File: config.mk
export PLATFORM = sky130hd
export DESIGN_NAME = rnpc_top
export DESIGN_NICKNAME = d
export VERILOG_FILES = /design/src/rtl/rnpc_pkg.sv /design/src/rtl/rnpc_filt_if.sv /design/src/rtl/rnpc_sync.sv /design/src/rtl/rnpc_spike_filter.sv /design/src/rtl/rnpc_top.sv
export VERILOG_INCLUDE_DIRS = /design/src /design/src/rtl
export SDC_FILE = /design/constraint.sdc
export NUM_CORES = 1
export LEC_CHECK = 0
export ABC_CLOCK_PERIOD_IN_PS = 1900
export BUFFER_PORTS_ARGS = -buffer_cell sky130_fd_sc_hd__buf_2
export CELL_PAD_IN_SITES_DETAIL_PLACEMENT = 1
export CELL_PAD_IN_SITES_GLOBAL_PLACEMENT = 1
export CORE_UTILIZATION = 35
export CTS_CLUSTER_SIZE = 14
export DETAILED_ROUTE_END_ITERATION = 16
export PLACE_DENSITY_LB_ADDON = 0.1
export SLEW_MARGIN = 5
export SYNTH_ARGS = -nofsm -noshare
export SYNTH_HDL_FRONTEND = slang
export SYNTH_SLANG_ARGS = --single-unit
File: constraint.sdc
create_clock -name I_CLK -period 1.9 [get_ports I_CLK]
set_input_delay 0.475 -clock I_CLK [delete_from_list [all_inputs] [get_ports I_CLK]]
set_output_delay 0.475 -clock I_CLK [all_outputs]
set_load 0.02 [all_outputs]
File: src/rtl/rnpc_regs.svh
// Constants, register map and timing of the reset and NMI pin controller
// How it works
// - A low reset pin while the clock runs starts an internal reset.
// - Reset pin low pulses under 10 ns never cause a reset.
// - Reset pin low pulses over 100 ns always pass the filter.
// - In bidirectional mode the pin is driven low during the reset sequence.
// - Reset indication goes low during any hardware, software or watchdog reset.
// - Reset indication stays low until end of init, then goes high.
// - A falling NMI pin edge raises the NMI trap.
// - Power down is entered only when the NMI pin is low.
// - With NMI high the power down request is refused and only raises the refusal interrupt event.
// - Bidirectional enable is locked once end of init has run.
// - Every reset clears the bidirectional enable.
// - In bidirectional mode the reset cause always reads long hardware reset.
// - In bidirectional mode port config is latched; bootstrap when bit 4 low.
// - In bidirectional mode a short pin reset lasts the full sequence.
`ifndef RNPC_REGS_SVH
`define RNPC_REGS_SVH
`define RNPC_CLK_PS 20000
`define RNPC_PASS_PS 100000
`define RNPC_FILT_CYC (`RNPC_PASS_PS / `RNPC_CLK_PS - 1)
`define RNPC_SEQ_CYC 8'h20
`define RNPC_BLANK_CYC 8'h06
`define RNPC_OFF_CTRL 8'h00
`define RNPC_OFF_STATUS 8'h04
`define RNPC_OFF_CFG 8'h08
`define RNPC_OFF_IRQ_STAT 8'h0C
`define RNPC_OFF_IRQ_CLR 8'h10
`define RNPC_OFF_IRQ_EN 8'h14
`define RNPC_CAUSE_LONG 4'h1
`define RNPC_CAUSE_SHORT 4'h2
`define RNPC_CAUSE_SW 4'h4
`define RNPC_CAUSE_WDT 4'h8
`define RNPC_EV_NMI 0
`define RNPC_EV_PDREF 1
`define RNPC_EV_RSTEND 2
`define RNPC_BOOT_BIT 4
`define RNPC_RESP_OKAY 2'h0
`define RNPC_RESP_SLVERR 2'h2
`endif

File: src/rtl/rnpc_pkg.sv
// Types shared by the reset and NMI pin controller
package rnpc_pkg;
  typedef enum logic [1:0] {ST_RUN, ST_SEQ, ST_HOLD, ST_BLANK} rnpc_state_t;
  typedef logic [2:0] rnpc_ev_t;
endpackage

File: src/rtl/rnpc_filt_if.sv
// Synchronised reset pin and filtered low level between core and filter
`timescale 1ns/1ps
`default_nettype none
interface rnpc_filt_if;
  logic pin_sync;
  logic pin_low_filt;
  modport filt (input pin_sync, output pin_low_filt);
  modport core (output pin_sync, input pin_low_filt);
endinterface
`default_nettype wire

File: src/rtl/rnpc_sync.sv
// Two flip-flop synchroniser for pin inputs
`timescale 1ns/1ps
`default_nettype none
module rnpc_sync #(parameter int W = 1) (
  input wire logic i_clk,
  input wire logic i_rst_b,
  input wire logic [W-1:0] i_d,
  output logic [W-1:0] o_q
);
  logic [W-1:0] meta_r;
  always_ff @(posedge i_clk) begin
    if (!i_rst_b) begin
      meta_r <= '1;
      o_q <= '1;
    end else begin
      meta_r <= i_d;
      o_q <= meta_r;
    end
  end
endmodule
`default_nettype wire

File: src/rtl/rnpc_spike_filter.sv
// Spike filter on the synchronised reset pin
`timescale 1ns/1ps
`default_nettype none
`include "rnpc_regs.svh"
module rnpc_spike_filter
  import rnpc_pkg::*;
(
  input wire logic i_clk,
  input wire logic i_rst_b,
  rnpc_filt_if.filt f
);
  logic [2:0] cnt_r;
  logic low_r;
  wire logic cnt_full = (cnt_r == 3'(`RNPC_FILT_CYC - 1));
  assign f.pin_low_filt = low_r;
  // Low counts only after enough consecutive low samples
  always_ff @(posedge i_clk) begin
    if (!i_rst_b || f.pin_sync) begin
      cnt_r <= 3'h0;
      low_r <= 1'h0;
    end else if (cnt_full) begin
      low_r <= 1'h1;
    end else begin
      cnt_r <= cnt_r + 3'h1;
    end
  end
  spike_block_a: assert property (@(posedge i_clk) disable iff (!i_rst_b)
    f.pin_sync |=> !f.pin_low_filt) else $error("filter passed a high sample");
  long_pass_a: assert property (@(posedge i_clk) disable iff (!i_rst_b)
    (!f.pin_sync)[*4] |=> f.pin_low_filt) else $error("long low pulse not passed");
endmodule
`default_nettype wire

File: src/rtl/rnpc_top.sv
// Reset pin, reset indication and NMI pin controller with AXI4-Lite registers
//
// The implementer's own choices: the register addresses and the AXI4-Lite slave port.
`timescale 1ns/1ps
`default_nettype none
`include "rnpc_regs.svh"
module rnpc_top
  import rnpc_pkg::*;
(
  input wire logic I_CLK,
  input wire logic I_RST_B,
  input wire logic I_RESET_PIN_IN,
  output logic O_RESET_PIN_OUT,
  output logic O_RESET_PIN_OE,
  input wire logic I_NMI_PIN,
  input wire logic [15:0] I_LOW_BUS_PORT,
  input wire logic I_SW_RESET_REQ,
  input wire logic I_WDT_RESET_REQ,
  input wire logic I_END_OF_INIT,
  input wire logic I_POWER_DOWN_REQ,
  output logic O_RESET_INDICATION_OUT,
  output logic O_CORE_RESET_B,
  output logic O_NMI_TRAP,
  output logic O_POWER_DOWN,
  output logic O_BOOTSTRAP_EN,
  output logic O_IRQ,
  input wire logic [7:0] I_S_AXI_AWADDR,
  input wire logic I_S_AXI_AWVALID,
  output logic O_S_AXI_AWREADY,
  input wire logic [31:0] I_S_AXI_WDATA,
  input wire logic [3:0] I_S_AXI_WSTRB,
  input wire logic I_S_AXI_WVALID,
  output logic O_S_AXI_WREADY,
  output logic [1:0] O_S_AXI_BRESP,
  output logic O_S_AXI_BVALID,
  input wire logic I_S_AXI_BREADY,
  input wire logic [7:0] I_S_AXI_ARADDR,
  input wire logic I_S_AXI_ARVALID,
  output logic O_S_AXI_ARREADY,
  output logic [31:0] O_S_AXI_RDATA,
  output logic [1:0] O_S_AXI_RRESP,
  output logic O_S_AXI_RVALID,
  input wire logic I_S_AXI_RREADY
);
  rnpc_filt_if fif ();
  logic nmi_s;
  logic [15:0] port_s;
  rnpc_state_t state_r, state_nxt;
  logic [7:0] cnt_r, cnt_nxt;
  logic bidir_en_r, bidir_act_r, end_of_init_instruction_done_r, src_hw_r, src_sw_r;
  logic [3:0] cause_r;
  logic [15:0] cfg_r;
  logic boot_r, drive_r, reset_indication_out_r, core_rst_b_r, pd_r, nmi_d_r, trap_r;
  rnpc_ev_t irq_stat_r, irq_en_r;
  logic irq_r;
  logic aw_rdy_r, w_rdy_r, aw_got_r, w_got_r, bvalid_r, ar_rdy_r, rvalid_r;
  logic [7:0] awaddr_r;
  logic [31:0] wdata_r, rdata_r;
  logic wstrb0_r;
  logic [1:0] bresp_r, rresp_r;

  // Pins cross into the clock domain first
  rnpc_sync #(.W(18)) u_sync (
    .i_clk(I_CLK),
    .i_rst_b(I_RST_B),
    .i_d({I_NMI_PIN, I_RESET_PIN_IN, I_LOW_BUS_PORT}),
    .o_q({nmi_s, fif.pin_sync, port_s})
  );
  rnpc_spike_filter u_filt (
    .i_clk(I_CLK),
    .i_rst_b(I_RST_B),
    .f(fif.filt)
  );

  // Reset sequencing
  wire logic hw_low = fif.pin_low_filt;
  wire logic in_run = (state_r == ST_RUN);
  wire logic start = in_run && (hw_low || I_SW_RESET_REQ || I_WDT_RESET_REQ);
  wire logic seq_end = (state_r == ST_SEQ) && (cnt_r == `RNPC_SEQ_CYC - 8'h01);
  wire logic blank_end = (cnt_r >= `RNPC_BLANK_CYC - 8'h01);
  wire logic bidir_act_nxt = start ? bidir_en_r : bidir_act_r;
  wire logic [3:0] cause_nxt = (bidir_act_r || (src_hw_r && hw_low)) ? `RNPC_CAUSE_LONG :
    src_hw_r ? `RNPC_CAUSE_SHORT : src_sw_r ? `RNPC_CAUSE_SW : `RNPC_CAUSE_WDT;
  wire logic latch_cfg = seq_end && (src_hw_r || bidir_act_r);

  always_comb begin
    state_nxt = state_r;
    cnt_nxt = cnt_r + 8'h01;
    unique case (state_r)
      ST_RUN: begin
        cnt_nxt = 8'h00;
        if (start) state_nxt = ST_SEQ;
      end
      ST_SEQ: begin
        if (seq_end) begin
          cnt_nxt = 8'h00;
          // Own drive hides the pin, so wait out the blanking time
          state_nxt = bidir_act_r ? ST_BLANK : (hw_low ? ST_HOLD : ST_RUN);
        end
      end
      ST_HOLD: begin
        cnt_nxt = 8'h00;
        if (!hw_low) state_nxt = ST_RUN;
      end
      ST_BLANK: begin
        if (blank_end) begin
          cnt_nxt = cnt_r;
          if (!hw_low) state_nxt = ST_RUN;
        end
      end
    endcase
  end

  always_ff @(posedge I_CLK) begin
    if (!I_RST_B) begin
      state_r <= ST_SEQ;
      cnt_r <= 8'h00;
    end else begin
      state_r <= state_nxt;
      cnt_r <= cnt_nxt;
    end
  end

  always_ff @(posedge I_CLK) begin
    if (!I_RST_B) begin
      bidir_act_r <= 1'h0;
      src_hw_r <= 1'h1;
      src_sw_r <= 1'h0;
    end else if (start) begin
      bidir_act_r <= bidir_act_nxt;
      src_hw_r <= hw_low;
      src_sw_r <= !hw_low && I_SW_RESET_REQ;
    end
  end

  always_ff @(posedge I_CLK) begin
    if (!I_RST_B) begin
      cause_r <= `RNPC_CAUSE_LONG;
      cfg_r <= 16'h0000;
      boot_r <= 1'h0;
    end else begin
      if (seq_end) cause_r <= cause_nxt;
      if (latch_cfg) cfg_r <= port_s;
      if (latch_cfg) boot_r <= !port_s[`RNPC_BOOT_BIT];
    end
  end

  // Pin drive, core reset and reset indication
  always_ff @(posedge I_CLK) begin
    if (!I_RST_B) begin
      drive_r <= 1'h0;
      core_rst_b_r <= 1'h0;
      reset_indication_out_r <= 1'h0;
    end else begin
      drive_r <= (state_nxt == ST_SEQ) && bidir_act_nxt;
      core_rst_b_r <= (state_nxt == ST_RUN);
      if (state_nxt != ST_RUN) reset_indication_out_r <= 1'h0;
      else if (in_run && I_END_OF_INIT) reset_indication_out_r <= 1'h1;
    end
  end

  // Enable bit, init lock, power down and NMI edge
  wire logic wr_go = aw_got_r && w_got_r && !bvalid_r;
  wire logic wr_ctrl = wr_go && wstrb0_r && (awaddr_r == `RNPC_OFF_CTRL);
  always_ff @(posedge I_CLK) begin
    if (!I_RST_B || start) begin
      bidir_en_r <= 1'h0;
      end_of_init_instruction_done_r <= 1'h0;
    end else begin
      if (wr_ctrl && !end_of_init_instruction_done_r) bidir_en_r <= wdata_r[0];
      if (in_run && I_END_OF_INIT) end_of_init_instruction_done_r <= 1'h1;
    end
  end

  wire logic pd_ask = in_run && I_POWER_DOWN_REQ && !pd_r;
  wire logic nmi_fall = nmi_d_r && !nmi_s;
  always_ff @(posedge I_CLK) begin
    if (!I_RST_B) begin
      pd_r <= 1'h0;
      nmi_d_r <= 1'h1;
      trap_r <= 1'h0;
    end else begin
      if (start) pd_r <= 1'h0;
      else if (pd_ask && !nmi_s) pd_r <= 1'h1;
      nmi_d_r <= nmi_s;
      trap_r <= nmi_fall;
    end
  end

  // Interrupt status; a new event wins over a clear
  wire logic wr_clr = wr_go && wstrb0_r && (awaddr_r == `RNPC_OFF_IRQ_CLR);
  wire logic wr_en = wr_go && wstrb0_r && (awaddr_r == `RNPC_OFF_IRQ_EN);
  wire rnpc_ev_t ev = {seq_end, pd_ask && nmi_s, nmi_fall};
  wire rnpc_ev_t clr_mask = wr_clr ? wdata_r[2:0] : 3'h0;
  wire rnpc_ev_t irq_nxt = (irq_stat_r & ~clr_mask) | ev;
  always_ff @(posedge I_CLK) begin
    if (!I_RST_B) begin
      irq_stat_r <= 3'h0;
      irq_en_r <= 3'h0;
      irq_r <= 1'h0;
    end else begin
      irq_stat_r <= irq_nxt;
      if (wr_en) irq_en_r <= wdata_r[2:0];
      irq_r <= |(irq_nxt & (wr_en ? wdata_r[2:0] : irq_en_r));
    end
  end

  // AXI4-Lite write channel
  wire logic aw_hs = I_S_AXI_AWVALID && aw_rdy_r;
  wire logic w_hs = I_S_AXI_WVALID && w_rdy_r;
  wire logic b_hs = bvalid_r && I_S_AXI_BREADY;
  wire logic wr_map = (awaddr_r == `RNPC_OFF_CTRL) || (awaddr_r == `RNPC_OFF_IRQ_CLR) ||
    (awaddr_r == `RNPC_OFF_IRQ_EN);
  always_ff @(posedge I_CLK) begin
    if (!I_RST_B) begin
      aw_rdy_r <= 1'h1;
      w_rdy_r <= 1'h1;
      aw_got_r <= 1'h0;
      w_got_r <= 1'h0;
    end else begin
      if (aw_hs) aw_rdy_r <= 1'h0;
      else if (b_hs) aw_rdy_r <= 1'h1;
      if (w_hs) w_rdy_r <= 1'h0;
      else if (b_hs) w_rdy_r <= 1'h1;
      aw_got_r <= aw_hs || (aw_got_r && !wr_go);
      w_got_r <= w_hs || (w_got_r && !wr_go);
    end
  end

  always_ff @(posedge I_CLK) begin
    if (!I_RST_B) begin
      awaddr_r <= 8'h00;
      wdata_r <= 32'h0000_0000;
      wstrb0_r <= 1'h0;
      bvalid_r <= 1'h0;
      bresp_r <= `RNPC_RESP_OKAY;
    end else begin
      if (aw_hs) awaddr_r <= I_S_AXI_AWADDR;
      if (w_hs) wdata_r <= I_S_AXI_WDATA;
      if (w_hs) wstrb0_r <= I_S_AXI_WSTRB[0];
      if (wr_go) bvalid_r <= 1'h1;
      else if (b_hs) bvalid_r <= 1'h0;
      if (wr_go) bresp_r <= wr_map ? `RNPC_RESP_OKAY : `RNPC_RESP_SLVERR;
    end
  end

  // AXI4-Lite read channel
  wire logic ar_hs = I_S_AXI_ARVALID && ar_rdy_r;
  wire logic r_hs = rvalid_r && I_S_AXI_RREADY;
  wire logic [31:0] st_word = {24'h000000, bidir_act_r, boot_r, pd_r, end_of_init_instruction_done_r, cause_r};
  wire logic rd_ctrl = (I_S_AXI_ARADDR == `RNPC_OFF_CTRL);
  wire logic rd_st = (I_S_AXI_ARADDR == `RNPC_OFF_STATUS);
  wire logic rd_cfg = (I_S_AXI_ARADDR == `RNPC_OFF_CFG);
  wire logic rd_is = (I_S_AXI_ARADDR == `RNPC_OFF_IRQ_STAT);
  wire logic rd_clr = (I_S_AXI_ARADDR == `RNPC_OFF_IRQ_CLR);
  wire logic rd_ie = (I_S_AXI_ARADDR == `RNPC_OFF_IRQ_EN);
  wire logic rd_map = rd_ctrl || rd_st || rd_cfg || rd_is || rd_clr || rd_ie;
  wire logic [31:0] rd_data = rd_ctrl ? {31'h0, bidir_en_r} :
    rd_st ? st_word :
    rd_cfg ? {16'h0000, cfg_r} :
    rd_is ? {29'h0, irq_stat_r} :
    rd_ie ? {29'h0, irq_en_r} : 32'h0000_0000;
  always_ff @(posedge I_CLK) begin
    if (!I_RST_B) begin
      ar_rdy_r <= 1'h1;
      rvalid_r <= 1'h0;
      rdata_r <= 32'h0000_0000;
      rresp_r <= `RNPC_RESP_OKAY;
    end else begin
      if (ar_hs) begin
        ar_rdy_r <= 1'h0;
        rvalid_r <= 1'h1;
        rdata_r <= rd_data;
        rresp_r <= rd_map ? `RNPC_RESP_OKAY : `RNPC_RESP_SLVERR;
      end else if (r_hs) begin
        ar_rdy_r <= 1'h1;
        rvalid_r <= 1'h0;
      end
    end
  end

  // The pin is only ever pulled low; the outside drives it open drain
  assign O_RESET_PIN_OUT = 1'h0;
  assign O_RESET_PIN_OE = drive_r;
  assign O_RESET_INDICATION_OUT = reset_indication_out_r;
  assign O_CORE_RESET_B = core_rst_b_r;
  assign O_NMI_TRAP = trap_r;
  assign O_POWER_DOWN = pd_r;
  assign O_BOOTSTRAP_EN = boot_r;
  assign O_IRQ = irq_r;
  assign O_S_AXI_AWREADY = aw_rdy_r;
  assign O_S_AXI_WREADY = w_rdy_r;
  assign O_S_AXI_BVALID = bvalid_r;
  assign O_S_AXI_BRESP = bresp_r;
  assign O_S_AXI_ARREADY = ar_rdy_r;
  assign O_S_AXI_RVALID = rvalid_r;
  assign O_S_AXI_RDATA = rdata_r;
  assign O_S_AXI_RRESP = rresp_r;

  rst_start_a: assert property (@(posedge I_CLK) disable iff (!I_RST_B)
    in_run && hw_low |=> !O_CORE_RESET_B && state_r == ST_SEQ) else $error("pin reset not started");
  bidir_drive_a: assert property (@(posedge I_CLK) disable iff (!I_RST_B)
    state_r == ST_SEQ && bidir_act_r |-> O_RESET_PIN_OE) else $error("pin not driven in sequence");
  ind_low_a: assert property (@(posedge I_CLK) disable iff (!I_RST_B)
    !in_run |-> !O_RESET_INDICATION_OUT) else $error("indication high during reset");
  ind_release_a: assert property (@(posedge I_CLK) disable iff (!I_RST_B)
    in_run && !start && I_END_OF_INIT |=> O_RESET_INDICATION_OUT) else $error("indication not released");
  nmi_trap_a: assert property (@(posedge I_CLK) disable iff (!I_RST_B)
    $fell(nmi_s) |=> O_NMI_TRAP) else $error("missed NMI edge");
  pd_enter_a: assert property (@(posedge I_CLK) disable iff (!I_RST_B)
    in_run && !start && I_POWER_DOWN_REQ && !nmi_s |=> O_POWER_DOWN) else $error("power down not entered");
  pd_refuse_a: assert property (@(posedge I_CLK) disable iff (!I_RST_B)
    I_POWER_DOWN_REQ && nmi_s && !O_POWER_DOWN |=> !O_POWER_DOWN) else $error("power down with NMI high");
  en_lock_a: assert property (@(posedge I_CLK) disable iff (!I_RST_B)
    end_of_init_instruction_done_r && !start |=> $stable(bidir_en_r)) else $error("enable changed after init");
  en_clear_a: assert property (@(posedge I_CLK) disable iff (!I_RST_B)
    start |=> !bidir_en_r) else $error("enable not cleared by reset");
  long_flag_a: assert property (@(posedge I_CLK) disable iff (!I_RST_B)
    seq_end && bidir_act_r |=> cause_r == `RNPC_CAUSE_LONG) else $error("cause not long reset");
  boot_sel_a: assert property (@(posedge I_CLK) disable iff (!I_RST_B)
    seq_end && bidir_act_r |=> O_BOOTSTRAP_EN == !cfg_r[`RNPC_BOOT_BIT]) else $error("bootstrap wrong");
  stretch_a: assert property (@(posedge I_CLK) disable iff (!I_RST_B)
    start && bidir_en_r |=> O_RESET_PIN_OE[*8]) else $error("short reset not stretched");
endmodule
`default_nettype wire

==> results.toml <==
[status]
outcome = "finished clean"

[global_routing]
grt_pass1_vias = 3882
grt_pass1_wl_um = 18500
gr-total-overflow = 0
grt_max_degree = 61
grt_usage = 0.169
antenna_found_initial = 0

[clock_tree]
cts_num_sinks = 126
clockBufferDepth = 2
path_clk_slew_ns = 0.06
cts_max_level = 4
cts_tree = "built"
cts_made_buffers = 17
clk-insertion-delay-late_ns = 0.42
root_buffer = "clkbuf_16"
cts_setup_buffers = 0

[critical_path]
crit_arrival_ns = 2.17
critPathTopFamily = "simple AND/OR/NAND/NOR gates"
crit_buf_inv = 1
startpoint = "cnt_r[7]"
crit_slowest_cell = "or3_1"
max_stage_delay_ns = 0.40
critPathLaunchType = "register"
path_class = "register to register"
cp-end-kind = "register"
reg2reg_from = "cnt_r[7]"
crit_path_cell_trace = "or3_1 > buf_4 > o41ai_1 > a31oi_2 > or2_2 > nor3_1"
critPathMaxFanout = 3
cp.required_ns = 2.24

[sta]
setup_tns_ns = 0
max_freq_mhz = 545
skew_ns = 0.00488
fin_crit_ns = 1.83
slew_viol_final = 0
hold_ws_ns = 0.236
hold_viol_final = 0
fin_ws_ns = 0.0657
rsz0062_at_grt = "yes"
fin_crit_sh = 0.965
setup_viol = 0

[synth]
synthArstFlopShare = 0
yosys_register_bits = 126
synthCells = 529
yosysSeqAreaShare = 0.531
synthFlopType = "dfxtp_1"
synth-adder-area-share = 0.0132
yosys.area_share.xor_xnor = 0.0129
avgSynthCellArea_um2 = 8.98
synth_edf_count = 0
synth_compound_area_frac = 0.137
yosys.area_share.simple = 0.225
synth_top_family_by_area = "simple AND/OR/NAND/NOR gates"
muxShareOfSynthArea = 0.0169
netlist_area_um2 = 4750
synth_cell_type_count = 53
yosysWarnings = 0

[placement]
placed_area_um2 = 5400
dp_hpwl_um = 7730
portBuffers = 78
place_ws_ns = -0.128
routabilityCongestion = 0.764

[cells_and_area]
fin_nets = 710
layout_common_cells = "dfxtp_1, nand2_1, buf_2, a21oi_1, nand2b_1"
fillCellCount = 1584
final_area_um2 = 6020
drive_gt1_frac = 0.237
area_growth_pct = 26.8
final_common_cell = "dfxtp_1"
diodes = 0

[detailed_routing]
vias = 3837
avgRoutedWirePerCell_um = 13.6
wirelength_um = 11100
drtPass1Iterations = 4
drc = 0
avgViaCountPerCell = 4.72
drt_iter0_markers = 182
ant_nets = 0

[pwr]
power_density_nw_per_um2 = 1020
peakVddDrop_v = 0.000589
power_leakage_nw = 2.47
finalPower_w = 0.00616

[floorplanning]
die_w_um = 119
ios = 130
start_util = 0.359
die_area_um2 = 14000
dieHeight_um = 119
row_count = 42
core-area_um2 = 13200

[worst_hold_path]
min_path_type = "input port to register"
hp-start = "I_LOW_BUS_PORT[12]"

[job]
max_cap_viol_count = 0
## cell usage after synthesis, drive strengths merged (2+ instances only)
cell type,number,area share
a211oi,2,0.0032
a21oi,61,0.064
a22o,5,0.0092
a22oi,6,0.0095
a2bb2oi,2,0.0037
a311oi,2,0.0050
a31oi,5,0.0066
a32oi,2,0.0037
and2,4,0.0053
and3,2,0.0026
and4b,2,0.0042
buf,21,0.032
clkbuf,25,0.020
dfxtp,126,0.53
ha,5,0.013
inv,13,0.010
mux2i,8,0.017
nand2,80,0.063
nand2b,42,0.055
nand3,13,0.014
nand3b,2,0.0032
nand4,6,0.0079
nand4b,2,0.0037
nor2,39,0.031
nor2b,5,0.0066
nor3,2,0.0021
nor4,6,0.0092
nor4b,2,0.0068
o21ai,12,0.013
o22ai,2,0.0026
or2,2,0.0026
or4,2,0.0032
xnor2,6,0.011
## registers in the layout, summed over array words and instances (netlist names), 2 cells and up
| signal | cells |
|---|---|
| irq_stat_r | 3 |
| irq_en_r | 3 |
| awaddr_r | 8 |
| cause_r | 4 |
| O_S_AXI_RDATA | 16 |
| cfg_r | 16 |
| state_r | 2 |
| cnt_r | 8 |
| u_filt.cnt_r | 3 |
| wdata_r | 3 |
| u_sync.o_q | 18 |
| u_sync.meta_r | 18 |
## through the flow
step | cells | util
5_1_grt | 813 | 0.455
3_5_place_dp | 781 | 0.407
2_1_floorplan | 547 | -
4_1_cts | 813 | 0.451
6_report | 813 | 0.455
3_3_place_gp | 781 | 0.407
## routing by layer
layer / GRT usage / routed length [um] / vias up
met5: 0 / 0 / -
li1: - / - / 1957
met4: 0.0657 / 144 / 0
met2: 0.273 / 5330 / 87
met3: 0.0555 / 499 / 14
met1: 0.207 / 5100 / 1779
## logic make-up after synthesis
kind of cell	count (synthesis)
fa+ha+maj	5
mux	8
other cells	1
compound gates	108
buf+inv	60
xor+xnor	7
flops	126
simple gates	214
## power by group
group | total (W) | switching, W | leakage, nW | internal, W
clock | 0.00302 | 0.00120 | 0.258 | 0.00183
sequential | 0.00277 | 0.0000436 | 1.03 | 0.00272
combinational | 0.000368 | 0.000224 | 1.19 | 0.000144
total | 0.00616 | 0.00146 | 2.47 | 0.00470
## path summary, 6_finish.rpt
kind	to	slack (ns)	cells past startpoint
max	O_RESET_INDICATION_OUT	0.07	6
min	u_sync.meta_r[12]	0.24	2
max reg2reg	O_RESET_INDICATION_OUT	0.07	6
min reg2reg	u_sync.o_q[3]	0.41	1
## worst register-to-register path, delay by kind of cell, from the launching register on
family                 cells  cell delay (ns)
AOI/OAI and AO/OA          2             0.40
and+or+nand+nor            3             0.90
DFF                        1             0.31
buffers and inverters      1             0.15
## final cells by class
cell class	instances	area (um^2)	area share
tap	176	220	0.0366
multi-input combinational	361	2060	0.343
clock inverter	13	116	0.0193
inverter	14	52.6	0.00872
timing repair buffer	104	602	0.0999
clock buffer	19	443	0.0735
sequential	126	2520	0.419
## what timing repair did
item	in CTS	in global routing
hold buffers	0	0
resized for setup	7	7
endpoints found under the setup margin	22	27
pin swaps	3	2
No activity file was read; power rests on OpenSTA's default activity.
